--- config.mk ---
export PLATFORM = sky130hd
export DESIGN_NAME = dcsd_top
export DESIGN_NICKNAME = d
export VERILOG_FILES = /design/src/core/dcsd_pkg.sv /design/src/core/dcsd_top.sv
export SDC_FILE = /design/constraint.sdc
export NUM_CORES = 1
export LEC_CHECK = 0
export ABC_AREA = 0
export BUFFER_PORTS_ARGS = -buffer_cell sky130_fd_sc_hd__buf_2
export CAP_MARGIN = 20
export CORE_ASPECT_RATIO = 1.2
export CORE_MARGIN = 2
export CORE_UTILIZATION = 54
export CTS_CLUSTER_SIZE = 28
export DETAILED_ROUTE_END_ITERATION = 10
export GPL_TIMING_DRIVEN = 0
export PLACE_DENSITY_LB_ADDON = 0.3
export SLEW_MARGIN = 15
export SYNTH_ARGS = -nofsm -noshare
export SYNTH_HDL_FRONTEND = slang
export SYNTH_SLANG_ARGS = --single-unit
--- constraint.sdc ---
create_clock -name i_mclk -period 2.2 [get_ports i_mclk]
set_input_delay 0.44 -clock i_mclk [delete_from_list [all_inputs] [get_ports i_mclk]]
set_output_delay 0.44 -clock i_mclk [all_outputs]
set_load 0.03 [all_outputs]
--- src/core/dcsd_pkg.sv ---
// Purpose: shared constants and carrier types of the dual channel safe disable block
// Assumes: 125 MHz control clock, AXI4-Lite register access
// Notes:   terminal codes are stored as two-digit decimal values in hex form
package dcsd_pkg;

  // clock and timing
  localparam int unsigned CLK_HZ        = 125_000_000;
  localparam int unsigned CAT0_STOP_MS  = 200;  // longest power removal time
  localparam int unsigned OFF_LIMIT_MS  = 10;   // longest input-to-output-off time
  localparam int unsigned OFF_LIMIT_CYC = (CLK_HZ / 1000) * OFF_LIMIT_MS;

  // register byte offsets
  localparam logic [7:0] OFS_CTRL   = 8'h00;
  localparam logic [7:0] OFS_STAT   = 8'h04;
  localparam logic [7:0] OFS_IRQST  = 8'h08;
  localparam logic [7:0] OFS_IRQMSK = 8'h0C;
  localparam logic [7:0] OFS_TERM   = 8'h10;
  localparam logic [7:0] OFS_TRIP   = 8'h14;

  // control register field positions
  localparam int unsigned CTRL_SAFE_SW  = 0;
  localparam int unsigned CTRL_MON_SW   = 1;
  localparam int unsigned CTRL_MODE_LSB = 4;
  localparam int unsigned CTRL_EXT_TRIP = 8;
  localparam int unsigned CTRL_TRIP_CLR = 9;

  // reset values
  localparam logic [31:0] CTRL_RST   = 32'h0000_0000;
  localparam logic [3:0]  IRQMSK_RST = 4'h0;

  // terminal function and contact codes
  localparam logic [7:0] FN_NONE      = 8'h00;
  localparam logic [7:0] FN_SAFE_A    = 8'h77;
  localparam logic [7:0] FN_SAFE_B    = 8'h78;
  localparam logic [7:0] FN_EXT_MON   = 8'h62;
  localparam logic [1:0] CONTACT_NO   = 2'h0;
  localparam logic [1:0] CONTACT_NC   = 2'h1;

  // trip codes
  localparam logic [7:0] TRIP_NONE     = 8'h00;
  localparam logic [7:0] TRIP_SAFETY   = 8'h37;
  localparam logic [7:0] TRIP_EXTERNAL = 8'h12;

  // interrupt status bit positions
  localparam int unsigned IRQ_STOP    = 0;
  localparam int unsigned IRQ_DISCREP = 1;
  localparam int unsigned IRQ_TRIP    = 2;
  localparam int unsigned IRQ_RELEASE = 3;

  // AXI response codes
  localparam logic [1:0] RESP_OKAY   = 2'h0;
  localparam logic [1:0] RESP_SLVERR = 2'h2;

  // safety input trip mode
  typedef enum logic [1:0] {
    DCSD_MODE_NO_TRIP = 2'b00,
    DCSD_MODE_TRIP    = 2'b01
  } dcsd_mode_t;

  // terminal assignment carrier
  typedef struct packed {
    logic [7:0] in3_fn;
    logic [7:0] in4_fn;
    logic [1:0] in3_ct;
    logic [1:0] in4_ct;
    logic [7:0] out11_fn;
    logic [1:0] out11_ct;
  } dcsd_term_t;

  // AXI4-Lite request and answer carriers
  typedef struct packed {
    logic [7:0]  awaddr;
    logic        awvalid;
    logic [31:0] wdata;
    logic [3:0]  wstrb;
    logic        wvalid;
    logic        bready;
    logic [7:0]  araddr;
    logic        arvalid;
    logic        rready;
  } dcsd_axi_req_t;

  typedef struct packed {
    logic        awready;
    logic        wready;
    logic        bvalid;
    logic [1:0]  bresp;
    logic        arready;
    logic        rvalid;
    logic [31:0] rdata;
    logic [1:0]  rresp;
  } dcsd_axi_rsp_t;

endpackage

--- src/core/dcsd_top.sv ---
// Purpose: safe torque off interlock with AXI4-Lite register access
// Assumes: safety inputs high when energised; one 125 MHz clock domain
// Notes:   gate enable is cut combinationally from the raw pins
//
// The AXI4-Lite register port and the placing of the registers were decided locally.
`timescale 1ns/1ps
`default_nettype none
module dcsd_top
  import dcsd_pkg::*;
(
  input  wire logic          i_mclk,        // control clock
  input  wire logic          i_srst,        // synchronous reset, active high
  input  wire logic          i_safe_a,      // safety_input_a pin, high = energised
  input  wire logic          i_safe_b,      // safety_input_b pin, high = energised
  input  wire logic          i_gate_req,    // drive wants the power stage switching
  input  wire dcsd_axi_req_t i_axi,         // AXI4-Lite requests
  output dcsd_axi_rsp_t      o_axi,         // AXI4-Lite answers
  output logic               o_gate_en,     // power transistor switching allowed
  output logic               o_ext_mon,     // external_monitor_output, high = conducting
  output logic               o_irq          // level interrupt
);

  // synchroniser stages, first stage only feeds the second
  logic [1:0] sync1_r, sync1_nxt;
  logic [1:0] sync2_r, sync2_nxt;
  logic [1:0] prev_r,  prev_nxt;             // last synced state for edge detect

  // control and status state
  logic [31:0] ctrl_r,   ctrl_nxt;           // switches, mode, external trip
  logic [3:0]  irqst_r,  irqst_nxt;          // sticky events
  logic [3:0]  irqmsk_r, irqmsk_nxt;         // interrupt mask
  logic [7:0]  trip_r,   trip_nxt;           // latched trip code
  logic        mon_r,    mon_nxt;            // registered monitor output

  // AXI slave state
  logic        aw_got_r, aw_got_nxt;         // write address held
  logic        w_got_r,  w_got_nxt;          // write data held
  logic [7:0]  awaddr_r, awaddr_nxt;
  logic [31:0] wdata_r,  wdata_nxt;
  logic [3:0]  wstrb_r,  wstrb_nxt;
  logic        bvalid_r, bvalid_nxt;
  logic [1:0]  bresp_r,  bresp_nxt;
  logic        rvalid_r, rvalid_nxt;
  logic [31:0] rdata_r,  rdata_nxt;
  logic [1:0]  rresp_r,  rresp_nxt;

  // derived terms
  logic        safe_sw;                      // safety switch on
  logic        mon_sw;                       // monitor switch on
  dcsd_mode_t  mode;                         // trip mode select
  dcsd_term_t  term;                         // forced terminal assignment
  logic        both_on;                      // both channels energised (synced)
  logic        wr_go;                        // write performed this cycle
  logic [3:0]  w1c;                          // status bits cleared by write
  logic [3:0]  ev;                           // events this cycle

  // byte-lane merge used by the control register write
  function automatic logic [31:0] merge(input logic [31:0] old, input logic [31:0] nw,
                                        input logic [3:0] be);
    logic [31:0] res;
    res = old;
    for (int i = 0; i < 4; i++)
      if (be[i]) res[i*8 +: 8] = nw[i*8 +: 8];
    return res;
  endfunction

  // register address decode used for read and write
  function automatic logic mapped(input logic [7:0] a);
    return (a == OFS_CTRL) || (a == OFS_STAT) || (a == OFS_IRQST) ||
           (a == OFS_IRQMSK) || (a == OFS_TERM) || (a == OFS_TRIP);
  endfunction

  assign safe_sw = ctrl_r[CTRL_SAFE_SW];
  assign mon_sw  = ctrl_r[CTRL_MON_SW];
  assign mode    = dcsd_mode_t'(ctrl_r[CTRL_MODE_LSB +: 2]);
  assign both_on = sync2_r[0] & sync2_r[1];

  always_comb
  begin
    term.in3_fn   = safe_sw ? FN_SAFE_A : FN_NONE;
    term.in4_fn   = safe_sw ? FN_SAFE_B : FN_NONE;
    term.in3_ct   = safe_sw ? CONTACT_NC : CONTACT_NO;
    term.in4_ct   = safe_sw ? CONTACT_NC : CONTACT_NO;
    term.out11_fn = mon_sw ? FN_EXT_MON : FN_NONE;
    term.out11_ct = CONTACT_NO;
  end

  // immediate cut, motor coasts, no ramp
  // a latched safety trip also holds the stage off
  always_comb
  begin
    if (!safe_sw)
      o_gate_en = i_gate_req & (trip_r == TRIP_NONE);
    else
      o_gate_en = i_gate_req & i_safe_a & i_safe_b & both_on & (trip_r == TRIP_NONE);
  end

  always_comb
  begin
    mon_nxt = mon_sw & ~sync2_r[0] & ~sync2_r[1];
  end
  assign o_ext_mon = mon_r;

  always_comb
  begin
    sync1_nxt = {i_safe_b, i_safe_a};
    sync2_nxt = sync1_r;
    prev_nxt  = sync2_r;
  end

  // events: stop, discrepancy, safety trip, release
  always_comb
  begin
    ev              = 4'h0;
    ev[IRQ_STOP]    = safe_sw & (prev_r == 2'b11) & (sync2_r != 2'b11);
    ev[IRQ_DISCREP] = safe_sw & (sync2_r[0] ^ sync2_r[1]) & (prev_r != sync2_r);
    ev[IRQ_TRIP]    = (trip_r == TRIP_NONE) & (trip_nxt == TRIP_SAFETY);
    ev[IRQ_RELEASE] = safe_sw & (prev_r != 2'b11) & (sync2_r == 2'b11);
  end

  // trip code select, safety trip wins over external
  always_comb
  begin
    trip_nxt = trip_r;
    if (safe_sw && mode == DCSD_MODE_TRIP && !both_on)
      trip_nxt = TRIP_SAFETY;
    else if (ctrl_r[CTRL_EXT_TRIP] && trip_r == TRIP_NONE)
      trip_nxt = TRIP_EXTERNAL;
    else if (ctrl_r[CTRL_TRIP_CLR] && both_on)
      trip_nxt = TRIP_NONE;
  end

  // AXI write channel and register writes
  always_comb
  begin
    aw_got_nxt = aw_got_r;
    w_got_nxt  = w_got_r;
    awaddr_nxt = awaddr_r;
    wdata_nxt  = wdata_r;
    wstrb_nxt  = wstrb_r;
    bvalid_nxt = bvalid_r;
    bresp_nxt  = bresp_r;
    ctrl_nxt   = ctrl_r;
    irqmsk_nxt = irqmsk_r;
    w1c        = 4'h0;
    // clear pulse bit self-clears after one cycle
    ctrl_nxt[CTRL_TRIP_CLR] = 1'b0;
    if (i_axi.awvalid && !aw_got_r)
    begin
      aw_got_nxt = 1'b1;
      awaddr_nxt = i_axi.awaddr;
    end
    if (i_axi.wvalid && !w_got_r)
    begin
      w_got_nxt = 1'b1;
      wdata_nxt = i_axi.wdata;
      wstrb_nxt = i_axi.wstrb;
    end
    if (bvalid_r && i_axi.bready)
      bvalid_nxt = 1'b0;
    wr_go = aw_got_r & w_got_r & ~bvalid_r;
    if (wr_go)
    begin
      aw_got_nxt = 1'b0;
      w_got_nxt  = 1'b0;
      bvalid_nxt = 1'b1;
      bresp_nxt  = mapped(awaddr_r) ? RESP_OKAY : RESP_SLVERR;
      unique case (awaddr_r)
        OFS_CTRL:   ctrl_nxt   = merge(ctrl_r, wdata_r, wstrb_r);
        // lane 0 carries the whole four-bit mask
        OFS_IRQMSK: irqmsk_nxt = wstrb_r[0] ? wdata_r[3:0] : irqmsk_r;
        OFS_IRQST:  w1c        = wstrb_r[0] ? wdata_r[3:0] : 4'h0;
        default:    ;
      endcase
    end
  end

  // sticky status: a new event wins over a write-one clear
  always_comb
  begin
    irqst_nxt = (irqst_r & ~w1c) | ev;
  end

  // AXI read channel
  always_comb
  begin
    rvalid_nxt = rvalid_r;
    rdata_nxt  = rdata_r;
    rresp_nxt  = rresp_r;
    if (rvalid_r && i_axi.rready)
      rvalid_nxt = 1'b0;
    if (i_axi.arvalid && !rvalid_r)
    begin
      rvalid_nxt = 1'b1;
      rresp_nxt  = mapped(i_axi.araddr) ? RESP_OKAY : RESP_SLVERR;
      unique case (i_axi.araddr)
        OFS_CTRL:   rdata_nxt = ctrl_r;
        OFS_STAT:   rdata_nxt = {26'h000_0000, mon_r, o_gate_en, both_on,
                                 sync2_r[1] ^ sync2_r[0], sync2_r};
        OFS_IRQST:  rdata_nxt = {28'h000_0000, irqst_r};
        OFS_IRQMSK: rdata_nxt = {28'h000_0000, irqmsk_r};
        OFS_TERM:   rdata_nxt = {2'h0, term};
        OFS_TRIP:   rdata_nxt = {24'h00_0000, trip_r};
        default:    rdata_nxt = 32'h0000_0000;
      endcase
    end
  end

  always_comb
  begin
    o_axi.awready = ~aw_got_r;
    o_axi.wready  = ~w_got_r;
    o_axi.bvalid  = bvalid_r;
    o_axi.bresp   = bresp_r;
    o_axi.arready = ~rvalid_r;
    o_axi.rvalid  = rvalid_r;
    o_axi.rdata   = rdata_r;
    o_axi.rresp   = rresp_r;
    o_irq         = |(irqst_r & irqmsk_r);
  end

  // state registers
  always_ff @(posedge i_mclk)
  begin
    if (i_srst)
    begin
      sync1_r  <= 2'h0;
      sync2_r  <= 2'h0;
      prev_r   <= 2'h0;
      ctrl_r   <= CTRL_RST;
      irqst_r  <= 4'h0;
      irqmsk_r <= IRQMSK_RST;
      trip_r   <= TRIP_NONE;
      mon_r    <= 1'b0;
      aw_got_r <= 1'b0;
      w_got_r  <= 1'b0;
      awaddr_r <= 8'h00;
      wdata_r  <= 32'h0000_0000;
      wstrb_r  <= 4'h0;
      bvalid_r <= 1'b0;
      bresp_r  <= RESP_OKAY;
      rvalid_r <= 1'b0;
      rdata_r  <= 32'h0000_0000;
      rresp_r  <= RESP_OKAY;
    end
    else
    begin
      sync1_r  <= sync1_nxt;
      sync2_r  <= sync2_nxt;
      prev_r   <= prev_nxt;
      ctrl_r   <= ctrl_nxt;
      irqst_r  <= irqst_nxt;
      irqmsk_r <= irqmsk_nxt;
      trip_r   <= trip_nxt;
      mon_r    <= mon_nxt;
      aw_got_r <= aw_got_nxt;
      w_got_r  <= w_got_nxt;
      awaddr_r <= awaddr_nxt;
      wdata_r  <= wdata_nxt;
      wstrb_r  <= wstrb_nxt;
      bvalid_r <= bvalid_nxt;
      bresp_r  <= bresp_nxt;
      rvalid_r <= rvalid_nxt;
      rdata_r  <= rdata_nxt;
      rresp_r  <= rresp_nxt;
    end
  end

  // checks
  a_gate_pin_cut: assert property (@(posedge i_mclk) disable iff (i_srst)
    (safe_sw && (!i_safe_a || !i_safe_b)) |-> !o_gate_en)
    else $error("gate enabled with a safety input open");

  a_mon_both_open: assert property (@(posedge i_mclk) disable iff (i_srst)
    (mon_sw && sync2_r == 2'b00) |=> o_ext_mon)
    else $error("monitor not conducting with both inputs open");

  a_mon_both_on: assert property (@(posedge i_mclk) disable iff (i_srst)
    (sync2_r == 2'b11) |=> !o_ext_mon)
    else $error("monitor conducting with both inputs energised");

  a_mon_one_open: assert property (@(posedge i_mclk) disable iff (i_srst)
    (sync2_r[0] != sync2_r[1]) |-> !(safe_sw && o_gate_en) ##1 !o_ext_mon)
    else $error("single open channel mishandled");

  a_term_forced: assert property (@(posedge i_mclk) disable iff (i_srst)
    safe_sw |-> term.in3_fn == FN_SAFE_A && term.in4_fn == FN_SAFE_B && term.in4_ct == CONTACT_NC)
    else $error("input terminals not forced");

  a_out11_forced: assert property (@(posedge i_mclk) disable iff (i_srst)
    mon_sw |-> term.out11_fn == FN_EXT_MON && term.out11_ct == CONTACT_NO)
    else $error("output terminal not forced");

  a_switch_off: assert property (@(posedge i_mclk) disable iff (i_srst)
    !mon_sw |=> !o_ext_mon)
    else $error("monitor active with monitor switch off");

  a_trip_prio: assert property (@(posedge i_mclk) disable iff (i_srst)
    (safe_sw && mode == DCSD_MODE_TRIP && !both_on) |=> trip_r == TRIP_SAFETY)
    else $error("safety trip not raised or lost to external trip");

  a_sync_delay: assert property (@(posedge i_mclk) disable iff (i_srst)
    (!$past(i_srst) && !$past(i_srst, 2)) |-> (sync2_r == $past({i_safe_b, i_safe_a}, 2)))
    else $error("synchroniser depth wrong");

  a_trip_gate_off: assert property (@(posedge i_mclk) disable iff (i_srst)
    (trip_r != TRIP_NONE) |-> !o_gate_en)
    else $error("gate enabled while a trip is latched");

  a_trip_held: assert property (@(posedge i_mclk) disable iff (i_srst)
    (trip_r == TRIP_SAFETY && !both_on) |=> trip_r == TRIP_SAFETY)
    else $error("safety trip lost while a channel is open");

  a_term_released: assert property (@(posedge i_mclk) disable iff (i_srst)
    !safe_sw |-> term.in3_fn == FN_NONE && term.in4_fn == FN_NONE)
    else $error("input terminals still assigned with safety switch off");

  a_out11_released: assert property (@(posedge i_mclk) disable iff (i_srst)
    !mon_sw |-> term.out11_fn == FN_NONE && term.out11_ct == CONTACT_NO)
    else $error("output terminal still assigned with monitor switch off");

  a_stop_sticky: assert property (@(posedge i_mclk) disable iff (i_srst)
    ev[IRQ_STOP] |=> irqst_r[IRQ_STOP])
    else $error("stop event not recorded");

  a_discrep_sticky: assert property (@(posedge i_mclk) disable iff (i_srst)
    ev[IRQ_DISCREP] |=> irqst_r[IRQ_DISCREP])
    else $error("discrepancy event not recorded");

endmodule
`default_nettype wire

==> metrics.md <==
| Metric | Value |
|---|---|
| Result of the run | completed |
| Ratio of cells with drive above 1 in the final layout | 0.237 |
| Starting utilization of the core area | 0.558 |
| Hold-critical path endpoint | awaddr_r[1] |
| Worst Hold Path Cells | 3 |
| Leading cell type by number of instances after synthesis | sky130_fd_sc_hd__dfxtp_1 |
| Last weighted congestion value of the routability-driven placer | 0.863 |
| Most common flop cell mapped by yosys | sky130_fd_sc_hd__dfxtp_1 |
| N_diodes | 0 |
| H-Tree Depth | 4 |
| Worst IR Drop VDD | 0.000484 V |
| Async set-reset flop share out of synthesis | 0 |
| Clock transition at the registers of the reported paths | 0.06 ns |
| Detail Placement HPWL | 9750 µm |
| Leakage power summed over all cells | 2.65 nW |
| Largest net degree at the start of global routing | 17 |
| Comb pwr share | 0.067 |
| Syn_area_per_cell | 8.96 µm² |
| Fraction of the cycle the final worst path needs | 0.983 |
| Number of enable flip-flop cells after synthesis | 0 |
| Switching share of power | 0.224 |
| Max Freq | 463 MHz |
| Clk Latency, worst-skew pair | 0.41 ns |
| CTS Root Buffer Type | sky130_fd_sc_hd__clkbuf_16 |
| Most area-consuming cells after synthesis | sky130_fd_sc_hd__dfxtp_1 (51%), sky130_fd_sc_hd__mux2i_1 (9.9%), sky130_fd_sc_hd__nand2_1 (8.1%), sky130_fd_sc_hd__a21oi_1 (7.4%), sky130_fd_sc_hd__nor2_1 (4.0%) |
| Met3 Track Usage GR | 0.0652 |
| Area used by multi-input combinational logic | 0.00246 mm² |
| Pwr Density | 876 mW/mm² |
| Sequential cell area | 0.00275 mm² |
| Kind of path behind the tightest hold check | input pin to register |
| Share of power burned in the clock network | 0.498 |
| Library cells used by synthesis | 47 |
| Final hold violation count | 0 |
| Number of storage elements in the synthesis netlist | 137 |
| Fill cells | 749 |
| Worst Path Arrival | 1.72 ns |
| Final Skew | 0.00996 ns |
| Number of cells in the finished layout apart from fillers | 862 |
| First-pass GRT wire length | 22200 µm |
| Floorplan die height | 113 µm |
| Sequential power share | 0.435 |
| Routed wire length per instance | 16.0 µm |
| Post-route DRC | 0 |
| Transition time at the pin with the least slew margin | 0.702 ns |
| Final-report max-slew violation count | 0 |
| Via count of the first global-routing pass | 4649 |
| Buffer depth of the longest clock path | 2 |
| X dimension of the die | 94.8 µm |
| Net switching power | 1.33 mW |
| Launch point of the worst reg-to-reg path | awaddr_r[2] |
| DRC marker count from the first detailed-route iteration | 276 |
| Yosys top cell by area | sky130_fd_sc_hd__dfxtp_1 |
| Yosys warning count | 0 |
| Top-Level Pins | 106 |
| Launching element type of the critical path | register |
| Number of buffers inserted by port buffering | 103 |
| Final sum of negative setup slack | 0 ns |
| Post-layout min period | 2.16 ns |
| Instance count of the mapped netlist | 596 |
| Crit end category | output port |
| Number of max-cap violations | 0 |
| Internal cell power | 4.62 mW |
| Setup violators final | 0 |
| Post-Place Cells | 823 |
| Area inside the core boundary | 0.00956 mm² |
| FP Rows | 39 |
| Portion of the post-synthesis area used by sequential elements | 0.514 |
| Headroom to the max-slew limit | 0.532 |
| Total routed wirelength | 13800 µm |
| Mean number of vias per cell | 5.42 |
| Number of cells on the worst reg-to-reg path | 5 |
| Busiest grt layer | met2 |
| Beginning of the worst hold path | i_axi[50] |
| Number of buffers inserted during clock tree synthesis | 17 |
| Fraction of met1 tracks used by global routing | 0.315 |
| Minimum setup slack among reg-to-reg paths | 0.16 ns |
| Clock sink total | 137 |
| TritonCTS clock tree | built |
| GRT met2 Usage | 0.475 |
| Worst hold-check slack | 0.259 ns |
| Number of iterations in the first detailed-routing pass | 5 |
| Final nets | 789 |
| Initial antenna violation count | 0 |
| Via count | 4669 |
| Path type of the worst setup path | register to output port |
| Number of antenna-violating nets in the routed design | 0 |
| Die footprint | 0.0107 mm² |
| Maximum net fanout on the critical path | 3 |
| Overall routing resource usage | 0.271 |
| Reg-to-reg critical path endpoint | ctrl_r[13] |
| Worst path required time | 1.76 ns |
| Number of hold buffers added after cts | 0 |
| Layout overhead on the synthesized area | 27.3% |
| Grt total ovfl | 0 |
| Post-synthesis instance area | 0.00534 mm² |
| Yosys top cell area share | 0.514 |
| List of most frequent post-synthesis cells | sky130_fd_sc_hd__dfxtp_1 (137), sky130_fd_sc_hd__nand2_1 (115), sky130_fd_sc_hd__a21oi_1 (79) |
-- logic make-up (layout without fill, tap and decap cells) --
logic type | Yosys count | in the layout | share of synthesized area
fa+ha+maj | 1 | 1 | 0.00234
buf+inv | 43 | 185 | 0.0352
simple gates | 242 | 242 | 0.222
flops | 137 | 137 | 0.514
other cells | 1 | 2 | 0.000703
mux | 55 | 55 | 0.106
xor+xnor | 2 | 2 | 0.00328
compound gates | 115 | 115 | 0.117
-- sequential cells by signal (all words and copies together), names as in the netlist --
| register | count |
|---|---|
| wstrb_r | 4 |
| irqst_r | 4 |
| sync1_r | 2 |
| bresp_r | 1 |
| aw_got_r | 1 |
| irqmsk_r | 4 |
| rvalid_r | 1 |
| bvalid_r | 1 |
| rdata_r | 32 |
| prev_nxt | 2 |
| ctrl_r | 32 |
| trip_r | 8 |
| w_got_r | 1 |
| awaddr_r | 8 |
| o_ext_mon | 1 |
| rresp_r | 1 |
| wdata_r | 32 |
| prev_r | 2 |
-- metal layers --
metal	wire length [µm]	vias up	share of wire
li1	-	2305	-
met1	5690	2211	0.41
met2	7070	129	0.51
met3	721	24	0.052
met4	295	0	0.021
met5	0	-	0
-- cell usage in the layout (no fill, tap or decap), types with 5 or more instances in the layout --
cell	synthesis	routed
sky130_fd_sc_hd__a21oi_1	79	79
sky130_fd_sc_hd__buf_2	3	105
sky130_fd_sc_hd__buf_4	4	8
sky130_fd_sc_hd__clkbuf_1	30	30
sky130_fd_sc_hd__clkbuf_16	0	17
sky130_fd_sc_hd__clkbuf_8	0	5
sky130_fd_sc_hd__dfxtp_1	137	134
sky130_fd_sc_hd__mux2i_1	53	53
sky130_fd_sc_hd__nand2_1	115	115
sky130_fd_sc_hd__nand2b_1	5	5
sky130_fd_sc_hd__nand3_1	16	16
sky130_fd_sc_hd__nor2_1	57	56
sky130_fd_sc_hd__nor2b_1	11	11
sky130_fd_sc_hd__nor3_1	5	5
sky130_fd_sc_hd__nor4_4	5	6
sky130_fd_sc_hd__o21ai_0	21	21
-- metrics by stage --
stage	area (µm²)	setup WS [ns]	util	power (mW)
floorplan	5340	0.249	-	2.88
global placement	6010	-0.175	0.628	3.02
detailed placement	6010	-0.251	0.628	3.03
CTS	6730	-0.00193	0.703	5.97
global route	6800	-0.00395	0.710	6.14
finish	6800	0.0383	0.710	5.95
-- worst max path at each step --
stage / startpoint / to / slack [ns] / cells past startpoint
detailed placement: i_axi[5] / rdata_r[13] / -0.25 / 6
finish: trip_r[6] / o_gate_en / 0.04 / 4
global placement: i_axi[5] / rdata_r[21] / -0.17 / 6
floorplan: i_axi[5] / rdata_r[15] / 0.25 / 5
global route: trip_r[4] / o_gate_en / -0.004 / 4
CTS: trip_r[0] / o_gate_en / -0.002 / 4
-- power groups by stage --
stage / clock (mW) / combinational, mW / sequential (mW)
floorplan: 0 / 0.248 / 2.63
global placement: 0 / 0.379 / 2.64
detailed placement: 0 / 0.389 / 2.64
CTS: 2.98 / 0.394 / 2.59
global route: 3.11 / 0.437 / 2.60
finish: 2.96 / 0.398 / 2.59
-- critical path: stages, from the launching register on --
cell	delay, ns
sky130_fd_sc_hd__dfxtp_2	0.32
sky130_fd_sc_hd__or4_4	0.54
sky130_fd_sc_hd__nor2_4	0.15
sky130_fd_sc_hd__and3_4	0.18
sky130_fd_sc_hd__buf_6	0.12
-- layout make-up --
type / count / area share
tap: 123 / 0.0226
sequential: 137 / 0.404
clock buffer: 22 / 0.0727
timing repair buffer: 110 / 0.0900
buffer: 39 / 0.0254
clock inverter: 10 / 0.0206
inverter: 4 / 0.00221
multi-input combinational: 417 / 0.362
-- timing repair --
action	CTS	global route
setup buffers	3	4
pin swaps	4	4
setup endpoints to repair	14	18
gates resized for setup	7	7
endpoints found under the hold margin	0	0
Power figures use the tool's default switching activity.
